<file path="src/stedg_pkg.sv">
// package for the scan target edge digitizer: sizes, modes, states.
// assumes a single 250 MHz clock domain and synchronous active-low reset.
package stedg_pkg;
  localparam int          STEDG_LINES       = 512;
  localparam int          STEDG_POINTS      = 512;
  localparam int          STEDG_CW          = 9;
  localparam logic [8:0]  STEDG_CNT_LAST    = 9'h1FF;
  localparam logic [8:0]  STEDG_CNT_ZERO    = 9'h000;
  localparam int          STEDG_MAX_EDGES   = 30;
  localparam logic [4:0]  STEDG_EDGE_LIMIT  = 5'h1E;
  localparam int          STEDG_TV_LINES_A  = 525;
  localparam int          STEDG_TV_LINES_B  = 625;
  localparam logic [9:0]  STEDG_TVL_A_LAST  = 10'h20C;
  localparam logic [9:0]  STEDG_TVL_B_LAST  = 10'h270;
  localparam int          STEDG_TV_PIXELS   = 512;
  localparam logic [8:0]  STEDG_TVP_LAST    = 9'h1FF;
  localparam int          STEDG_FIFO_DEPTH  = 16;
  localparam int          STEDG_DIV_DEFAULT = 4;
  localparam logic        STEDG_NOT_WRITTEN = 1'b0;
  localparam logic [2:0]  STEDG_CHAR_ROWS   = 3'h7;

  typedef enum logic [3:0] {
    STEDG_IDLE = 4'b0001,
    STEDG_ARM  = 4'b0010,
    STEDG_SCAN = 4'b0100,
    STEDG_TV   = 4'b1000
  } stedg_state_t;
endpackage : stedg_pkg

</file>
<file path="src/stedg_core.sv">
// scan target edge digitizer: digital-mode edge capture and tv-mode raster.
// assumes comparator, trigger and buttons are asynchronous pins; the memory
// controller drains edge words and per-line counts over valid/ready.
// Notes on behaviour
// - digital scan is 512 lines of 512
// - comparator high means written trace present
// - digitize request starts at next trigger
// - vertical counter steps 0 to 511
// - sample comparator on every counter step
// - on change store complemented count
// - tv raster interlaced 525 or 625 lines
// - two-level video high when written or overlaid
// - overlay scale characters on both videos
// - horizontal counter addresses per-line point count
// - at most 30 values, kept in pairs
// - 511 is top, zero is bottom
module stedg_core
  import stedg_pkg::*;
#(
  parameter int DIV = STEDG_DIV_DEFAULT
) (
  input  wire logic        sys_clk,
  input  wire logic        rst_n,
  input  wire logic        comp_in,
  input  wire logic        trigger_in,
  input  wire logic        local_digitize,
  input  wire logic        remote_digitize,
  input  wire logic        tv_mode,
  input  wire logic        opt_625,
  input  wire logic        char_pixel,
  input  wire logic        analog_video_in,
  output logic             two_level_video_out,
  output logic             analog_replica_video_out,
  output logic             overlay_active,
  output logic [8:0]       char_col,
  output logic [9:0]       char_row,
  output logic             edge_valid,
  input  wire logic        edge_ready,
  output logic [8:0]       edge_value,
  output logic             count_valid,
  output logic [8:0]       count_line,
  output logic [4:0]       count_points,
  output logic             busy
);
  initial begin
    if (DIV < 1 || DIV > 255) $error("DIV out of range");
  end

  // two-flop synchronisers for every pin
  logic [1:0] comp_s_q, trig_s_q, loc_s_q, rem_s_q, tv_s_q, opt_s_q, chr_s_q, ana_s_q;
  logic       trig_old_q, req_old_q;
  always_ff @(posedge sys_clk) begin
    if (!rst_n) begin
      comp_s_q   <= '0;
      trig_s_q   <= '0;
      loc_s_q    <= '0;
      rem_s_q    <= '0;
      tv_s_q     <= '0;
      opt_s_q    <= '0;
      chr_s_q    <= '0;
      ana_s_q    <= '0;
      trig_old_q <= 1'b0;
      req_old_q  <= 1'b0;
    end else begin
      comp_s_q   <= {comp_s_q[0], comp_in};
      trig_s_q   <= {trig_s_q[0], trigger_in};
      loc_s_q    <= {loc_s_q[0], local_digitize};
      rem_s_q    <= {rem_s_q[0], remote_digitize};
      tv_s_q     <= {tv_s_q[0], tv_mode};
      opt_s_q    <= {opt_s_q[0], opt_625};
      chr_s_q    <= {chr_s_q[0], char_pixel};
      ana_s_q    <= {ana_s_q[0], analog_video_in};
      trig_old_q <= trig_s_q[1];
      req_old_q  <= loc_s_q[1] | rem_s_q[1];
    end
  end
  logic comp, trig_rise, req_rise;
  assign comp      = comp_s_q[1];
  assign trig_rise = trig_s_q[1] & ~trig_old_q;
  assign req_rise  = (loc_s_q[1] | rem_s_q[1]) & ~req_old_q;

  // beam step enable from a divider; the tube cannot follow the full clock
  logic [7:0] div_q, div_d;
  logic       step;
  assign step = div_q == 8'(DIV - 1);
  always_comb div_d = step ? 8'h00 : div_q + 8'h01;

  stedg_state_t st_q, st_d;
  logic [8:0] vcnt_q, vcnt_d, hcnt_q, hcnt_d;
  logic       prev_q, prev_d;
  logic [4:0] npts_q, npts_d;
  logic       pend_q, pend_d;
  logic       cv_q, cv_d;
  logic [8:0] cl_q, cl_d;
  logic [4:0] cp_q, cp_d;
  logic [9:0] tvl_q, tvl_d;
  logic       fld_q, fld_d;
  logic       bin_q, bin_d, ana_q, ana_d, ov_q, ov_d;
  logic       f_valid, f_ready;
  logic [8:0] f_data;

  function automatic logic [8:0] stedg_compl(input logic [8:0] v);
    return ~v;
  endfunction : stedg_compl

  logic [9:0] tv_last;
  logic       stall, edge_now, room;
  assign tv_last  = opt_s_q[1] ? STEDG_TVL_B_LAST : STEDG_TVL_A_LAST;
  assign edge_now = step && (st_q == STEDG_SCAN) && (comp != prev_q);
  // refuse a top edge unless its bottom partner also fits
  assign room     = prev_q ? 1'b1 : (npts_q <= STEDG_EDGE_LIMIT - 5'h02);
  // stall the beam rather than drop an edge, or overwrite an unread line count,
  // when the memory side backs up
  assign stall    = (st_q == STEDG_SCAN) &&
                    (!f_ready || (cv_q && !edge_ready && (vcnt_q == STEDG_CNT_LAST)));
  assign f_valid  = edge_now && room && !stall;
  assign f_data   = stedg_compl(vcnt_q);

  always_comb begin
    st_d = st_q; vcnt_d = vcnt_q; hcnt_d = hcnt_q; prev_d = prev_q;
    npts_d = npts_q; pend_d = pend_q | req_rise;
    cv_d = cv_q & ~edge_ready; cl_d = cl_q; cp_d = cp_q;
    tvl_d = tvl_q; fld_d = fld_q;
    bin_d = 1'b0; ana_d = 1'b0; ov_d = 1'b0;
    unique case (st_q)
      STEDG_IDLE: begin
        if (tv_s_q[1]) st_d = STEDG_TV;
        else if (pend_q) st_d = STEDG_ARM;
      end
      STEDG_ARM: begin
        if (trig_rise) begin
          // a request landing with the trigger waits for the next scan
          st_d = STEDG_SCAN; pend_d = req_rise;
          vcnt_d = STEDG_CNT_ZERO; hcnt_d = STEDG_CNT_ZERO;
          prev_d = STEDG_NOT_WRITTEN; npts_d = '0;
        end
      end
      STEDG_SCAN: begin
        if (step && !stall) begin
          if (f_valid) begin
            prev_d = comp; npts_d = npts_q + 5'h01;
          end
          if (vcnt_q == STEDG_CNT_LAST) begin
            // close an open trace at the bottom so pairs stay whole
            cv_d = 1'b1; cl_d = hcnt_q;
            cp_d = npts_d + {4'h0, prev_d};
            prev_d = STEDG_NOT_WRITTEN; npts_d = '0;
            vcnt_d = STEDG_CNT_ZERO;
            if (hcnt_q == STEDG_CNT_LAST) st_d = STEDG_IDLE;
            else hcnt_d = hcnt_q + 9'h001;
          end else begin
            vcnt_d = vcnt_q + 9'h001;
          end
        end
      end
      STEDG_TV: begin
        if (!tv_s_q[1]) st_d = STEDG_IDLE;
        else if (step) begin
          ov_d  = chr_s_q[1] && (tvl_q[9:3] == 7'h00);
          bin_d = comp | ov_d;
          ana_d = ana_s_q[1] | ov_d;
          if (hcnt_q == STEDG_TVP_LAST) begin
            hcnt_d = STEDG_CNT_ZERO;
            // interlace: each field takes every other line
            if (tvl_q >= tv_last - 10'h001) begin
              fld_d = ~fld_q; tvl_d = {9'h000, ~fld_q};
            end else tvl_d = tvl_q + 10'h002;
          end else hcnt_d = hcnt_q + 9'h001;
        end else begin
          bin_d = bin_q; ana_d = ana_q; ov_d = ov_q;
        end
      end
    endcase
  end

  always_ff @(posedge sys_clk) begin
    if (!rst_n) begin
      div_q <= '0; st_q <= STEDG_IDLE; vcnt_q <= '0; hcnt_q <= '0;
      prev_q <= STEDG_NOT_WRITTEN; npts_q <= '0; pend_q <= 1'b0;
      cv_q <= 1'b0; cl_q <= '0; cp_q <= '0; tvl_q <= '0; fld_q <= 1'b0;
      bin_q <= 1'b0; ana_q <= 1'b0; ov_q <= 1'b0;
    end else begin
      div_q <= (st_q == STEDG_SCAN && stall) ? div_q : div_d;
      st_q <= st_d; vcnt_q <= vcnt_d; hcnt_q <= hcnt_d;
      prev_q <= prev_d; npts_q <= npts_d; pend_q <= pend_d;
      cv_q <= cv_d; cl_q <= cl_d; cp_q <= cp_d; tvl_q <= tvl_d; fld_q <= fld_d;
      bin_q <= bin_d; ana_q <= ana_d; ov_q <= ov_d;
    end
  end

  logic       fo_valid;
  logic [8:0] fo_data;
  logic       ev_q, ev_d;
  logic [8:0] evl_q, evl_d;
  stedg_fifo #(.WIDTH(STEDG_CW), .DEPTH(STEDG_FIFO_DEPTH)) u_fifo (
    .sys_clk   (sys_clk),
    .rst_n     (rst_n),
    .in_valid  (f_valid),
    .in_ready  (f_ready),
    .in_data   (f_data),
    .out_valid (fo_valid),
    .out_ready (!ev_q || edge_ready),
    .out_data  (fo_data)
  );
  always_comb begin
    ev_d  = ev_q; evl_d = evl_q;
    if (!ev_q || edge_ready) begin
      ev_d = fo_valid; evl_d = fo_data;
    end
  end
  always_ff @(posedge sys_clk) begin
    if (!rst_n) begin
      ev_q <= 1'b0; evl_q <= '0;
    end else begin
      ev_q <= ev_d; evl_q <= evl_d;
    end
  end

  assign edge_valid               = ev_q;
  assign edge_value               = evl_q;
  assign count_valid              = cv_q;
  assign count_line               = cl_q;
  assign count_points             = cp_q;
  assign two_level_video_out      = bin_q;
  assign analog_replica_video_out = ana_q;
  assign overlay_active           = ov_q;
  assign char_col                 = hcnt_q;
  assign char_row                 = tvl_q;
  assign busy                     = st_q[2];
endmodule : stedg_core

</file>
<file path="src/stedg_fifo.sv">
// fifo of flip-flops with valid/ready on both sides.
// assumes write and read in the same clock domain.
module stedg_fifo #(
  parameter int WIDTH = 9,
  parameter int DEPTH = 16
) (
  input  wire logic             sys_clk,
  input  wire logic             rst_n,
  input  wire logic             in_valid,
  output logic                  in_ready,
  input  wire logic [WIDTH-1:0] in_data,
  output logic                  out_valid,
  input  wire logic             out_ready,
  output logic      [WIDTH-1:0] out_data
);
  localparam int AW = $clog2(DEPTH);
  initial begin
    if (DEPTH < 2 || (1 << AW) != DEPTH) $error("depth must be a power of two");
  end

  logic [WIDTH-1:0] mem_q [DEPTH];
  logic [AW:0]      wp_q, wp_d, rp_q, rp_d;
  logic             push, pop;

  assign in_ready  = (wp_q - rp_q) != (AW+1)'(DEPTH);
  assign out_valid = wp_q != rp_q;
  assign out_data  = mem_q[rp_q[AW-1:0]];
  assign push      = in_valid && in_ready;
  assign pop       = out_valid && out_ready;

  always_comb begin
    wp_d = push ? wp_q + 1'b1 : wp_q;
    rp_d = pop ? rp_q + 1'b1 : rp_q;
  end

  always_ff @(posedge sys_clk) begin
    if (!rst_n) begin
      wp_q <= '0;
      rp_q <= '0;
    end else begin
      wp_q <= wp_d;
      rp_q <= rp_d;
    end
    if (push) mem_q[wp_q[AW-1:0]] <= in_data;
  end
endmodule : stedg_fifo

</file>
<file path="config.mk">
export PLATFORM = sky130hd
export DESIGN_NAME = stedg_core
export DESIGN_NICKNAME = d
export VERILOG_FILES = /design/src/stedg_pkg.sv /design/src/stedg_core.sv /design/src/stedg_fifo.sv
export SDC_FILE = /design/constraint.sdc
export NUM_CORES = 1
export LEC_CHECK = 0
export ABC_CLOCK_PERIOD_IN_PS = 6000
export BUFFER_PORTS_ARGS = -buffer_cell sky130_fd_sc_hd__buf_2
export CAP_MARGIN = 20
export CORE_ASPECT_RATIO = 1.1
export CORE_UTILIZATION = 62
export DETAILED_ROUTE_END_ITERATION = 8
export HOLD_SLACK_MARGIN = 0.08
export PLACE_DENSITY = 0.81
export SYNTH_ARGS = -nofsm -noshare
export SYNTH_HDL_FRONTEND = slang
export SYNTH_SLANG_ARGS = --single-unit
</file>
<file path="constraint.sdc">
create_clock -name sys_clk -period 6 [get_ports sys_clk]
set_clock_uncertainty 0.2 [all_clocks]
set_input_delay 0.6 -clock sys_clk [delete_from_list [all_inputs] [get_ports sys_clk]]
set_output_delay 0.6 -clock sys_clk [all_outputs]
set_load 0.005 [all_outputs]
</file>
# Word level (Yosys, flattened, before mapping)
# Memory sizes are Yosys's and may differ from the RTL's. A register that Yosys moved wholly into a read port is not among the register bits.
# Cells that the tools add are included.
# totals
ram_bits	144
regBits	95
memories	1
output_inout_bits	48
word_cells	145
# op_classes
n_reduce_logical	29
n_lt_le_gt_ge	2
add_sub_neg	10
eq_ne	19
mux	44
n_bitwise	12
# memory_table
memory	depth	word_bits	rd	rd_clocked_by_memory_dff	write_ports	line	rtl
u_fifo.mem_q	16	9	1	1	1	stedg_fifo.sv:21	logic [WIDTH-1:0] mem_q [DEPTH];
# op_table
operator	n
$mux 9	9
$mux 5	6
$mux 4	7
$pmux 9 s3	1
$add 9x1->9 const B	2
$eq 9x9->1 const B	2
$pmux 9 s2	1
$ne 2x2->1 const B	8
$pmux 4 s4	1
$add 5x1->5 const B	3
$mux 1	14
$logic_and 1x1->1	12
$add 10x2->10 const B	1
$ge 10x10->1	1
$mux 10	1
$pmux 5 s2	1
$sub 10x1->10 const B	1
$not 9->9	1
$reduce_and 3->1	3
$add 8x1->8 const B	1
$eq 8x2->1 const B	1
$mux 8	1
$logic_not 7->1	1
$mux 7	1
other kinds (23)	36

# Depth between registers and ports, before layout
# Gate-level depths: netlist (run 1).
# depth
depth_word	13
ltp_mapped	17
ltp_nobuf	15

# By module
# From an unflattened synthesis (run 1), not the netlist that was laid out.
# hier_totals
cells_unflattened	795
area_unflattened_um2	10461.3
# modules_own_cells
module	seq_area_each_um2	n_inst	cells_per_inst	area_per_inst_um2
stedg_fifo	4604.4	1	303	6257.3
stedg_core	1881.8	1	492	4204.0

# Least setup slack after synthesis (run 1)
# No wires, ideal clock.
# synth_path
path_kind	flip-flop to flip-flop
from	register u_fifo.rp_q[1]
to	register cp_q[4], in the netlist count_points[4]
n_path_buf	4
path_stages_with_launch	17
path_slack_ns	1.966
synth_period_minus_slack_ns	4.034
arrival_ns	3.755
cell_sequence	dfxtp_1 -> clkbuf_1 -> buf_1 -> inv_1 -> ha_1 -> nor2b_4 -> a21bo_2 -> xnor2_2 -> and4b_2 -> buf_4 -> nor2_4 -> buf_2 -> mux2_2 -> ha_1 -> ha_1 -> a311o_1 -> o211ai_1
# synth_via
elab_chain_len	11
elab_cells_between_ends	16
cone_classes	2 x add/sub; 1 x eq/ne; 6 x mux; 7 x reduce/logical
# synth_lines
item	line	rtl
from (decl)	stedg_fifo.sv:22	logic [AW:0] wp_q, wp_d, rp_q, rp_d;
from (signal assigned)	stedg_fifo.sv:42	rp_q <= rp_d;
$sub 5x5->5 (*)	stedg_fifo.sv:25	assign in_ready = (wp_q - rp_q) != (AW+1)'(DEPTH);
$ne 5x5->1 (*)	stedg_fifo.sv:25	
$logic_not 1->1 (*)	stedg_core.sv:115	(!f_ready || (cv_q && !edge_ready && (vcnt_q == STEDG_CNT_LAST)));
$logic_or 1x1->1 (*)	stedg_core.sv:115	
$logic_and 1x1->1 (*)	stedg_core.sv:114	assign stall = (st_q == STEDG_SCAN) &&
$logic_not 1->1 (*)	stedg_core.sv:116, stedg_core.sv:139	
$logic_and 1x1->1	stedg_core.sv:116	assign f_valid = edge_now && room && !stall;
$mux 5 or $mux 1 (tied branches)	stedg_core.sv:140	if (f_valid) begin
$mux 5 or $mux 1 (tied branches)	stedg_core.sv:139	if (step && !stall) begin
$mux 5 or $mux 1 (tied branches)	stedg_core.sv:125	unique case (st_q)
$add 5x1->5	stedg_core.sv:146	cp_d = npts_d + {4'h0, prev_d};
to (signal assigned)	stedg_core.sv:186	cv_q <= cv_d; cl_q <= cl_d; cp_q <= cp_d; tvl_q <= tvl_d; fld_q <= fld_d;
to (decl)	stedg_core.sv:95	logic [4:0] cp_q, cp_d;
# Every way passes the cells marked *; elsewhere a longest branch is shown, timed or not. The select of a mux whose other input is x is not followed.
# A chain may end at the register's enable or synchronous reset.

# Worst setup path in the final report (run 1)
# layout_path
from	register u_fifo.rp_q[1]
to	memory u_fifo.mem_q[13][5], enable pin
# layout_via
elab_chain_len	10
# layout_lines
item	line	rtl
$sub 5x5->5 (*)	stedg_fifo.sv:25	
$ne 5x5->1 (*)	stedg_fifo.sv:25	
$logic_not 1->1	stedg_core.sv:115	
$logic_or 1x1->1	stedg_core.sv:115	
$logic_and 1x1->1	stedg_core.sv:114	
$logic_not 1->1	stedg_core.sv:116	
$logic_and 1x1->1	stedg_core.sv:116	
$logic_and 1x1->1 (*)	stedg_fifo.sv:28	assign push = in_valid && in_ready;
$mux 1 (*)	stedg_fifo.sv:44	if (push) mem_q[wp_q[AW-1:0]] <= in_data;
$mux 1 (not written as such) (*)	stedg_fifo.sv:44	
to (decl)	stedg_fifo.sv:21	
# Every way passes the cells marked *; elsewhere a longest branch is shown, timed or not.

==> summary.md, run 1 <==
| Metric | Value |
|---|---|
| Status | finished with violations |
| Failing checks | design-rule violations |
| Routed wire length per instance | 21.1 um |
| Comb power frac | 0.043 |
| Post-route cell area | 11700 um^2 |
| Die area | 17300 um^2 |
| Placer Congestion | 0.932 |
| Crit-path leading delay family | simple AND/OR/NAND/NOR gates |
| Highest net fanout along the worst path | 40 |
| Simple-gate share of the synthesized area | 0.141 |
| Vias per inst | 6.11 |
| GR Util met1 | 0.335 |
| Worst VDD drop | 0.354 mV |
| Clock buffer depth | 3 |
| Reg clk slew, reported paths | 0.06 ns |
| DRC viols | 11 |
| Worst-Skew Late Latency | 0.52 ns |
| Synth async-reset ratio | 0 |
| Die W | 126 um |
| Cell taking the most area after synthesis | edfxtp_1 |
| Setup CP Type | flop to flop |
| Largest family of logic cells by synthesized area | simple AND/OR/NAND/NOR gates |
| Core ar. | 16400 um^2 |
| TritonCTS Buffers | 25 |
| Initial DRC count | 522 |
| HP Class | input port to flop |
| GR peak layer | met2 |
| Die Y-Extent | 138 um |
| P_sw | 0.732 mW |
| Register bit total from synthesis | 248 |
| CP Buf/Inv Count | 2 |
| Synthesized cell area | 10400 um^2 |
| Post-synth EDFFs | 144 |
| Met2 usage | 0.463 |
| Final HPWL DP | 14800 um |
| Vias in the first global route | 6348 |
| Max-cap viol count | 0 |
| I/O Buffers | 58 |
| Net Sw Frac | 0.206 |
| Worst setup SP type | flop |
| PD cells | 304 nW/um^2 |
| Slew @ Worst Pin | 0.871 ns |
| # setup viols final | 0 |
| Worst setup EP type | flop |
| Worst path max stage delay | 0.67 ns |
| Gr usage total | 0.268 |
| Largest net degree at the start of global routing | 80 |
| Compound-cell area share of the yosys netlist | 0.0557 |
| TritonCTS clock tree | built |
| Worst EP arrival | 3.97 ns |
| Layout cell share with drive strength beyond 1 | 0.216 |
| TritonCTS Sinks | 248 |
| First-pass GRT wire length | 34900 um |
| Cells after Synth | 770 |
| Placed instance area | 10900 um^2 |
| P_int | 2.83 mW |
| Post-cts sizing count | 0 |
| Hold Fails Final Rpt | 0 |
| Commonest non-fill, non-tap cell in the layout | edfxtp_1 |
| Pins Over Slew Limit | 0 |
| Synth top area share | 0.415 |
| H-tree levels | 1 |
| Final hold slack | 0.0988 ns |
| Hold-fix buffers, CTS | 0 |
| Ranking of synthesized cells by area | edfxtp_1 (42%), dfxtp_1 (20%), mux4_2 (9.7%) |
| Post-synth net total | 803 |
| Final Util | 0.717 |
| XOR/XNOR share of the synthesized area | 0.0376 |
| Tot Pwr | 3.56 mW |
| Setup TNS | 0 ns |
| DRT Wirelength | 22300 um |
| RSZ-0062 raised after global routing | false |
| CTS Root Cell | clkbuf_16 |
| Clock group share of total power | 0.448 |
| Seq pwr share | 0.509 |
| ANT nets after route | 0 |
| Final Net Count | 867 |
| Post-synthesis sequential area ratio | 0.615 |
| Post-synthesis cell type count | 71 |
| Initial Util | 0.636 |
| Critical-path top delay cell | nor2_1 |
| Grt met3 use | 0.0409 |
| Antenna Diode Count | 0 |
| Most frequent cells in the layout | edfxtp_1 (144), dfxtp_1 (103), nand2_1 (82) |
| Io pins | 59 |
| Mux cell area share after synthesis | 0.103 |
| Area delta synth->final | 12.8% |
| Synth Area per Inst | 13.5 um^2 |
| Initial antenna violation count | 0 |
| Via count | 6452 |
| Final Cycle Share | 0.671 |
| Post-CTS setup buffer count | 0 |
| Num rows | 49 |
| Worst path required time | 5.94 ns |
| Synth Flop Type | edfxtp_1 |
| Leakage | 3.75 nW |
| Worst slew margin | 0.418 |
| Synth Area in Adders | 0.0264 |
| Cell Chain, Critical Path | buf_4, inv_1, ha_1, nor2b_4, o21bai_1, nand3_1, and4b_2, nor2_4, nand2_1, nor2_1 |
| Global route total overflow | 0 |
| TritonRoute pass-1 iters | 8 |
| Synth Warn # | 0 |
| Min Clock Period, post-route | 4.03 ns |
| FMAX | 248 MHz |
power groups by stage:
stage | combinational, mW | clock, mW | sequential [mW]
2_1_floorplan | 0.121 | 0 | 1.85
3_3_place_gp | 0.149 | 0 | 1.85
3_5_place_dp | 0.154 | 0 | 1.85
4_1_cts | 0.156 | 1.62 | 1.81
5_1_grt | 0.169 | 1.69 | 1.82
6_report | 0.155 | 1.60 | 1.81
sequential cells by signal, summed over array words and instances (netlist names), 8 cells and up:
register      count
char_row         10
u_fifo.mem_q    144
vcnt_q            9
div_q             8
edge_value        9
char_col          9
count_line        9
final timing paths:
check,start,endpoint,slack (ns),cells past startpoint
hold reg to reg,req_old_q,pend_q,0.23,1
hold / removal,trigger_in,trig_s_q[0],0.1,2
setup / recovery,u_fifo.rp_q[1],u_fifo.mem_q[13][5],1.97,10
setup reg to reg,u_fifo.rp_q[1],u_fifo.mem_q[13][5],1.97,10
per-stage QoR:
step / instances / setup WS (ns)
finish: 1056 / 1.97
global placement: 1011 / 2.23
detailed placement: 1011 / 2.08
CTS: 1056 / 2.01
global route: 1056 / 1.75
floorplan: 770 / 1.97
cell families after synthesis:
logic type,after synthesis
AND/OR/NAND/NOR,273
flip-flops,248
AO/OA/AOI/OAI,82
buffers and inverters,51
multiplexers,51
XOR/XNOR,43
adder cells (fa/ha/maj),22
worst register-to-register path, stage by stage (launching register included):
cell and delay, ns:
dfxtp_1 0.30, buf_4 0.45, inv_1 0.11, ha_1 0.33, nor2b_4 0.14, o21bai_1 0.23, nand3_1 0.20, and4b_2 0.38
nor2_4 0.38, nand2_1 0.27, nor2_1 0.67
routing by layer:
metal / share of wire / vias up / wire length [um]
met5: 0 / - / 0
met3: 0.066 / 56 / 1480
met1: 0.39 / 3185 / 8730
met2: 0.50 / 259 / 11100
met4: 0.046 / 0 / 1020
li1: - / 2952 / -
area by class of cell:
class / count / area (um^2)
Multi-Input combinational cell: 471 / 3790
Inverter: 23 / 86.3
Timing Repair Buffer: 65 / 343
Fill cell: 1039 / 4630
Tap cell: 204 / 255
Clock buffer: 34 / 712
Sequential cell: 248 / 6410
Clock inverter: 11 / 145
synthesized netlist by cell type (all sizes together) (2+ instances only):
| cell | n |
|---|---|
| a21boi | 27 |
| a21o | 2 |
| nand3 | 16 |
| buf | 10 |
| edfxtp | 144 |
| nor2 | 54 |
| o21ai | 16 |
| inv | 23 |
| nand2 | 85 |
| nor2b | 16 |
| a22oi | 4 |
| mux4 | 45 |
| a31o | 2 |
| a31oi | 4 |
| dfxtp | 104 |
| nand3b | 2 |
| and2 | 29 |
| nor4b | 6 |
| a21oi | 16 |
| and3 | 9 |
| ha | 22 |
| xnor2 | 26 |
| or4 | 2 |
| or3 | 3 |
| or2 | 2 |
| clkbuf | 18 |
| nor4 | 3 |
| xor2 | 17 |
| nand2b | 6 |
| nand4 | 15 |
| nor3 | 22 |
| mux2i | 5 |
| o21a | 2 |
(Power assumes the default switching activity.)
==> run 2, diff against run 1 <==
--- a/config.mk
+++ b/config.mk
@@ -5,14 +5,14 @@
 export SDC_FILE = /design/constraint.sdc
 export NUM_CORES = 1
 export LEC_CHECK = 0
-export ABC_CLOCK_PERIOD_IN_PS = 6000
+export ABC_CLOCK_PERIOD_IN_PS = 3400
 export BUFFER_PORTS_ARGS = -buffer_cell sky130_fd_sc_hd__buf_2
 export CAP_MARGIN = 20
 export CORE_ASPECT_RATIO = 1.1
-export CORE_UTILIZATION = 62
+export CORE_UTILIZATION = 55
 export DETAILED_ROUTE_END_ITERATION = 8
 export HOLD_SLACK_MARGIN = 0.08
-export PLACE_DENSITY = 0.81
+export PLACE_DENSITY = 0.76
 export SYNTH_ARGS = -nofsm -noshare
 export SYNTH_HDL_FRONTEND = slang
 export SYNTH_SLANG_ARGS = --single-unit
==> constraint.sdc (replaced) <==
create_clock -name sys_clk -period 3.4 [get_ports sys_clk]
set_clock_uncertainty 0.2 [all_clocks]
set_input_delay 0.34 -clock sys_clk [delete_from_list [all_inputs] [get_ports sys_clk]]
set_output_delay 0.34 -clock sys_clk [all_outputs]
set_load 0.005 [all_outputs]
==> run 2 against run 1 <==
Net effect:
- the flow now finishes without violations
- via count grew 0.46%
- hold slack better by 0.14 ns
- combinational power up 86%
- critical path depth rose by 6
- register-to-register slack got worse by 1.7 ns
==> summary.md, run 2 (synthesis results as in run 1) <==
| Metric | Value |
|---|---|
| Die W | 133 um (was 126 um) |
| Setup TNS | 0 ns (unchanged) |
| Via count | 6482 (was 6452) |
| R2R Setup Slk | 0.23 ns (was 1.97 ns) |
| I/O Buffers | 58 (unchanged) |
| Io pins | 59 (unchanged) |
| Final HPWL DP | 14900 um (was 14800 um) |
| Worst slew margin | 0.491 (was 0.418) |
| HP Class | flop to flop (was input port to flop) |
| Final Util | 0.654 (was 0.717) |
| H-tree levels | 1 (unchanged) |
| Worst VDD drop | 0.585 mV (was 0.354 mV) |
| Final Net Count | 899 (was 867) |
| Clock buffer depth | 3 (unchanged) |
| TritonCTS Sinks | 248 (unchanged) |
| Max-cap viol count | 0 (unchanged) |
| RSZ-0062 raised after global routing | false (unchanged) |
| Die Y-Extent | 146 um (was 138 um) |
| Min Clock Period, post-route | 3.17 ns (was 4.03 ns) |
| PD cells | 523 nW/um^2 (was 304 nW/um^2) |
| First-pass GRT wire length | 36000 um (was 34900 um) |
| Final Cycle Share | 0.933 (was 0.671) |
| Tot Pwr | 6.32 mW (was 3.56 mW) |
| Sequential cell area | 6410 um^2 (about the same) |
| Worst setup SP type | flop (unchanged) |
| Met1 Routed Length | 8870 um (was 8730 um) |
| ANT nets after route | 0 (unchanged) |
| Placer Congestion | 0.816 (was 0.932) |
| Worst path required time | 3.61 ns (was 5.94 ns) |
| Uppermost routed layer | met4 (unchanged) |
| Initial Util | 0.563 (was 0.636) |
| Reg clk slew, reported paths | 0.06 ns (about the same) |
| Pins Over Slew Limit | 0 (unchanged) |
| Placed cell count | 1071 (was 1011) |
| Multi-input gate area | 3830 um^2 (was 3790 um^2) |
| # setup viols final | 0 (unchanged) |
| Cell Count, Final, Fillers Out | 1128 (was 1056) |
| Routed wl met3 | 1090 um (was 1480 um) |
| Setup CP Type | flop to flop (unchanged) |
| Filler instances | 1333 (was 1039) |
| Initial DRC count | 460 (was 522) |
| Largest net degree at the start of global routing | 50 (was 80) |
| Global route total overflow | 0 (unchanged) |
| Vias per inst | 5.75 (was 6.11) |
| DRT Wirelength | 22400 um (was 22300 um) |
| Num rows | 52 (was 49) |
| Die area | 19500 um^2 (was 17300 um^2) |
| Antenna Diode Count | 0 (unchanged) |
| Met2 Wirelength | 11800 um (was 11100 um) |
| FMAX | 315 MHz (was 248 MHz) |
| TritonRoute pass-1 iters | 5 (was 8) |
| Core ar. | 18500 um^2 (was 16400 um^2) |
| Initial antenna violation count | 0 (unchanged) |
| Most frequent cells in the layout | edfxtp_1 (144), dfxtp_1 (101), nand2_1 (82) (was edfxtp_1 (144), dfxtp_1 (103), nand2_1 (82)) |
| Slew @ Worst Pin | 0.763 ns (was 0.871 ns) |
| Layout cell share with drive strength beyond 1 | 0.243 (was 0.216) |
| Routed wire length per instance | 19.9 um (was 21.1 um) |
| Commonest non-fill, non-tap cell in the layout | edfxtp_1 (unchanged) |
| TritonCTS Buffers | 25 (unchanged) |
| Leakage | 3.92 nW (was 3.75 nW) |
| Area delta synth->final | 16.1% (was 12.8%) |
| Status | finished clean (was finished with violations) |
| Gr usage total | 0.239 (was 0.268) |
| TritonCTS clock tree | built (unchanged) |
| CTS Root Cell | clkbuf_16 (unchanged) |
| Max reg flops | 144 (unchanged) |
| Worst-Skew Late Latency | 0.54 ns (was 0.52 ns) |
| DRC viols | 0 (was 11) |
| Worst setup EP type | flop (unchanged) |
| Highest net fanout along the worst path | 13 (was 40) |
| Worst EP arrival | 3.39 ns (was 3.97 ns) |
| Hold Fails Final Rpt | 0 (unchanged) |
| Vias in the first global route | 6739 (was 6348) |
## run 2: power by group
| group | switching [mW] | total, mW | internal (mW) |
|---|---|---|---|
| logic | 0.151 | 0.289 | 0.139 |
| clock network | 1.12 | 2.83 | 1.70 |
| registers | 0.0302 | 3.20 | 3.17 |
| total | 1.30 | 6.32 | 5.02 |
## run 2: worst paths after layout
| check | start | end | cells after the start |
|---|---|---|---|
| max | vcnt_q[3] | count_points[3] | 16 |
| min | ana_s_q[0] | ana_s_q[1] | 1 |
| max reg2reg | vcnt_q[3] | count_points[3] | 16 |
| min reg2reg | ana_s_q[0] | ana_s_q[1] | 1 |
## run 2: layer usage
layer,global-route usage,vias up
li1,-,3010
met1,0.295,3216
met2,0.429,208
met3,0.0358,48
met4,0.0801,0
met5,0,-
## run 2: what timing repair did
| item | 4_1_cts | 5_1_grt |
|---|---|---|
| setup buffers | 0 | 2 |
| hold buffers | 9 | 0 |
| resized for setup | 0 | 5 |
| hold endpoints to repair | 9 | 0 |
| setup endpoints to repair | 0 | 3 |
## run 2: worst max-delay path, cell delays in order (launching register included)
cell and delay, ns:
dfxtp_1 0.40, nand3_1 0.12, nor2_1 0.14, nand2_1 0.09, nor2_1 0.20, ha_4 0.21, nand3b_4 0.13, o311a_1 0.18
nand2_2 0.14, nor2_4 0.07, buf_4 0.18, xnor2_1 0.23, ha_2 0.26, nand3_1 0.08, mux2i_1 0.20, xnor2_1 0.15
o21ai_1 0.08
## run 2: stage by stage
stage | instance area, um^2 | hold slack [ns] | worst slack, ns
after floorplan | 10500 | 0.209 | -0.0277
after global placement | 11100 | 0.221 | 0.293
after detailed placement | 11100 | 0.218 | 0.184
after CTS | 12100 | 0.234 | 0.0335
after global routing | 12100 | 0.268 | 0.0106
final | 12100 | 0.243 | 0.228
## run 2: area by class of cell
class	instances	share of cell area
well taps	243	0.0252
repair buffers	97	0.0501
clock buffers	31	0.0553
inverters	23	0.00714
flip-flops and latches	248	0.530
multi-input cells	471	0.317
clock inverters	15	0.0154
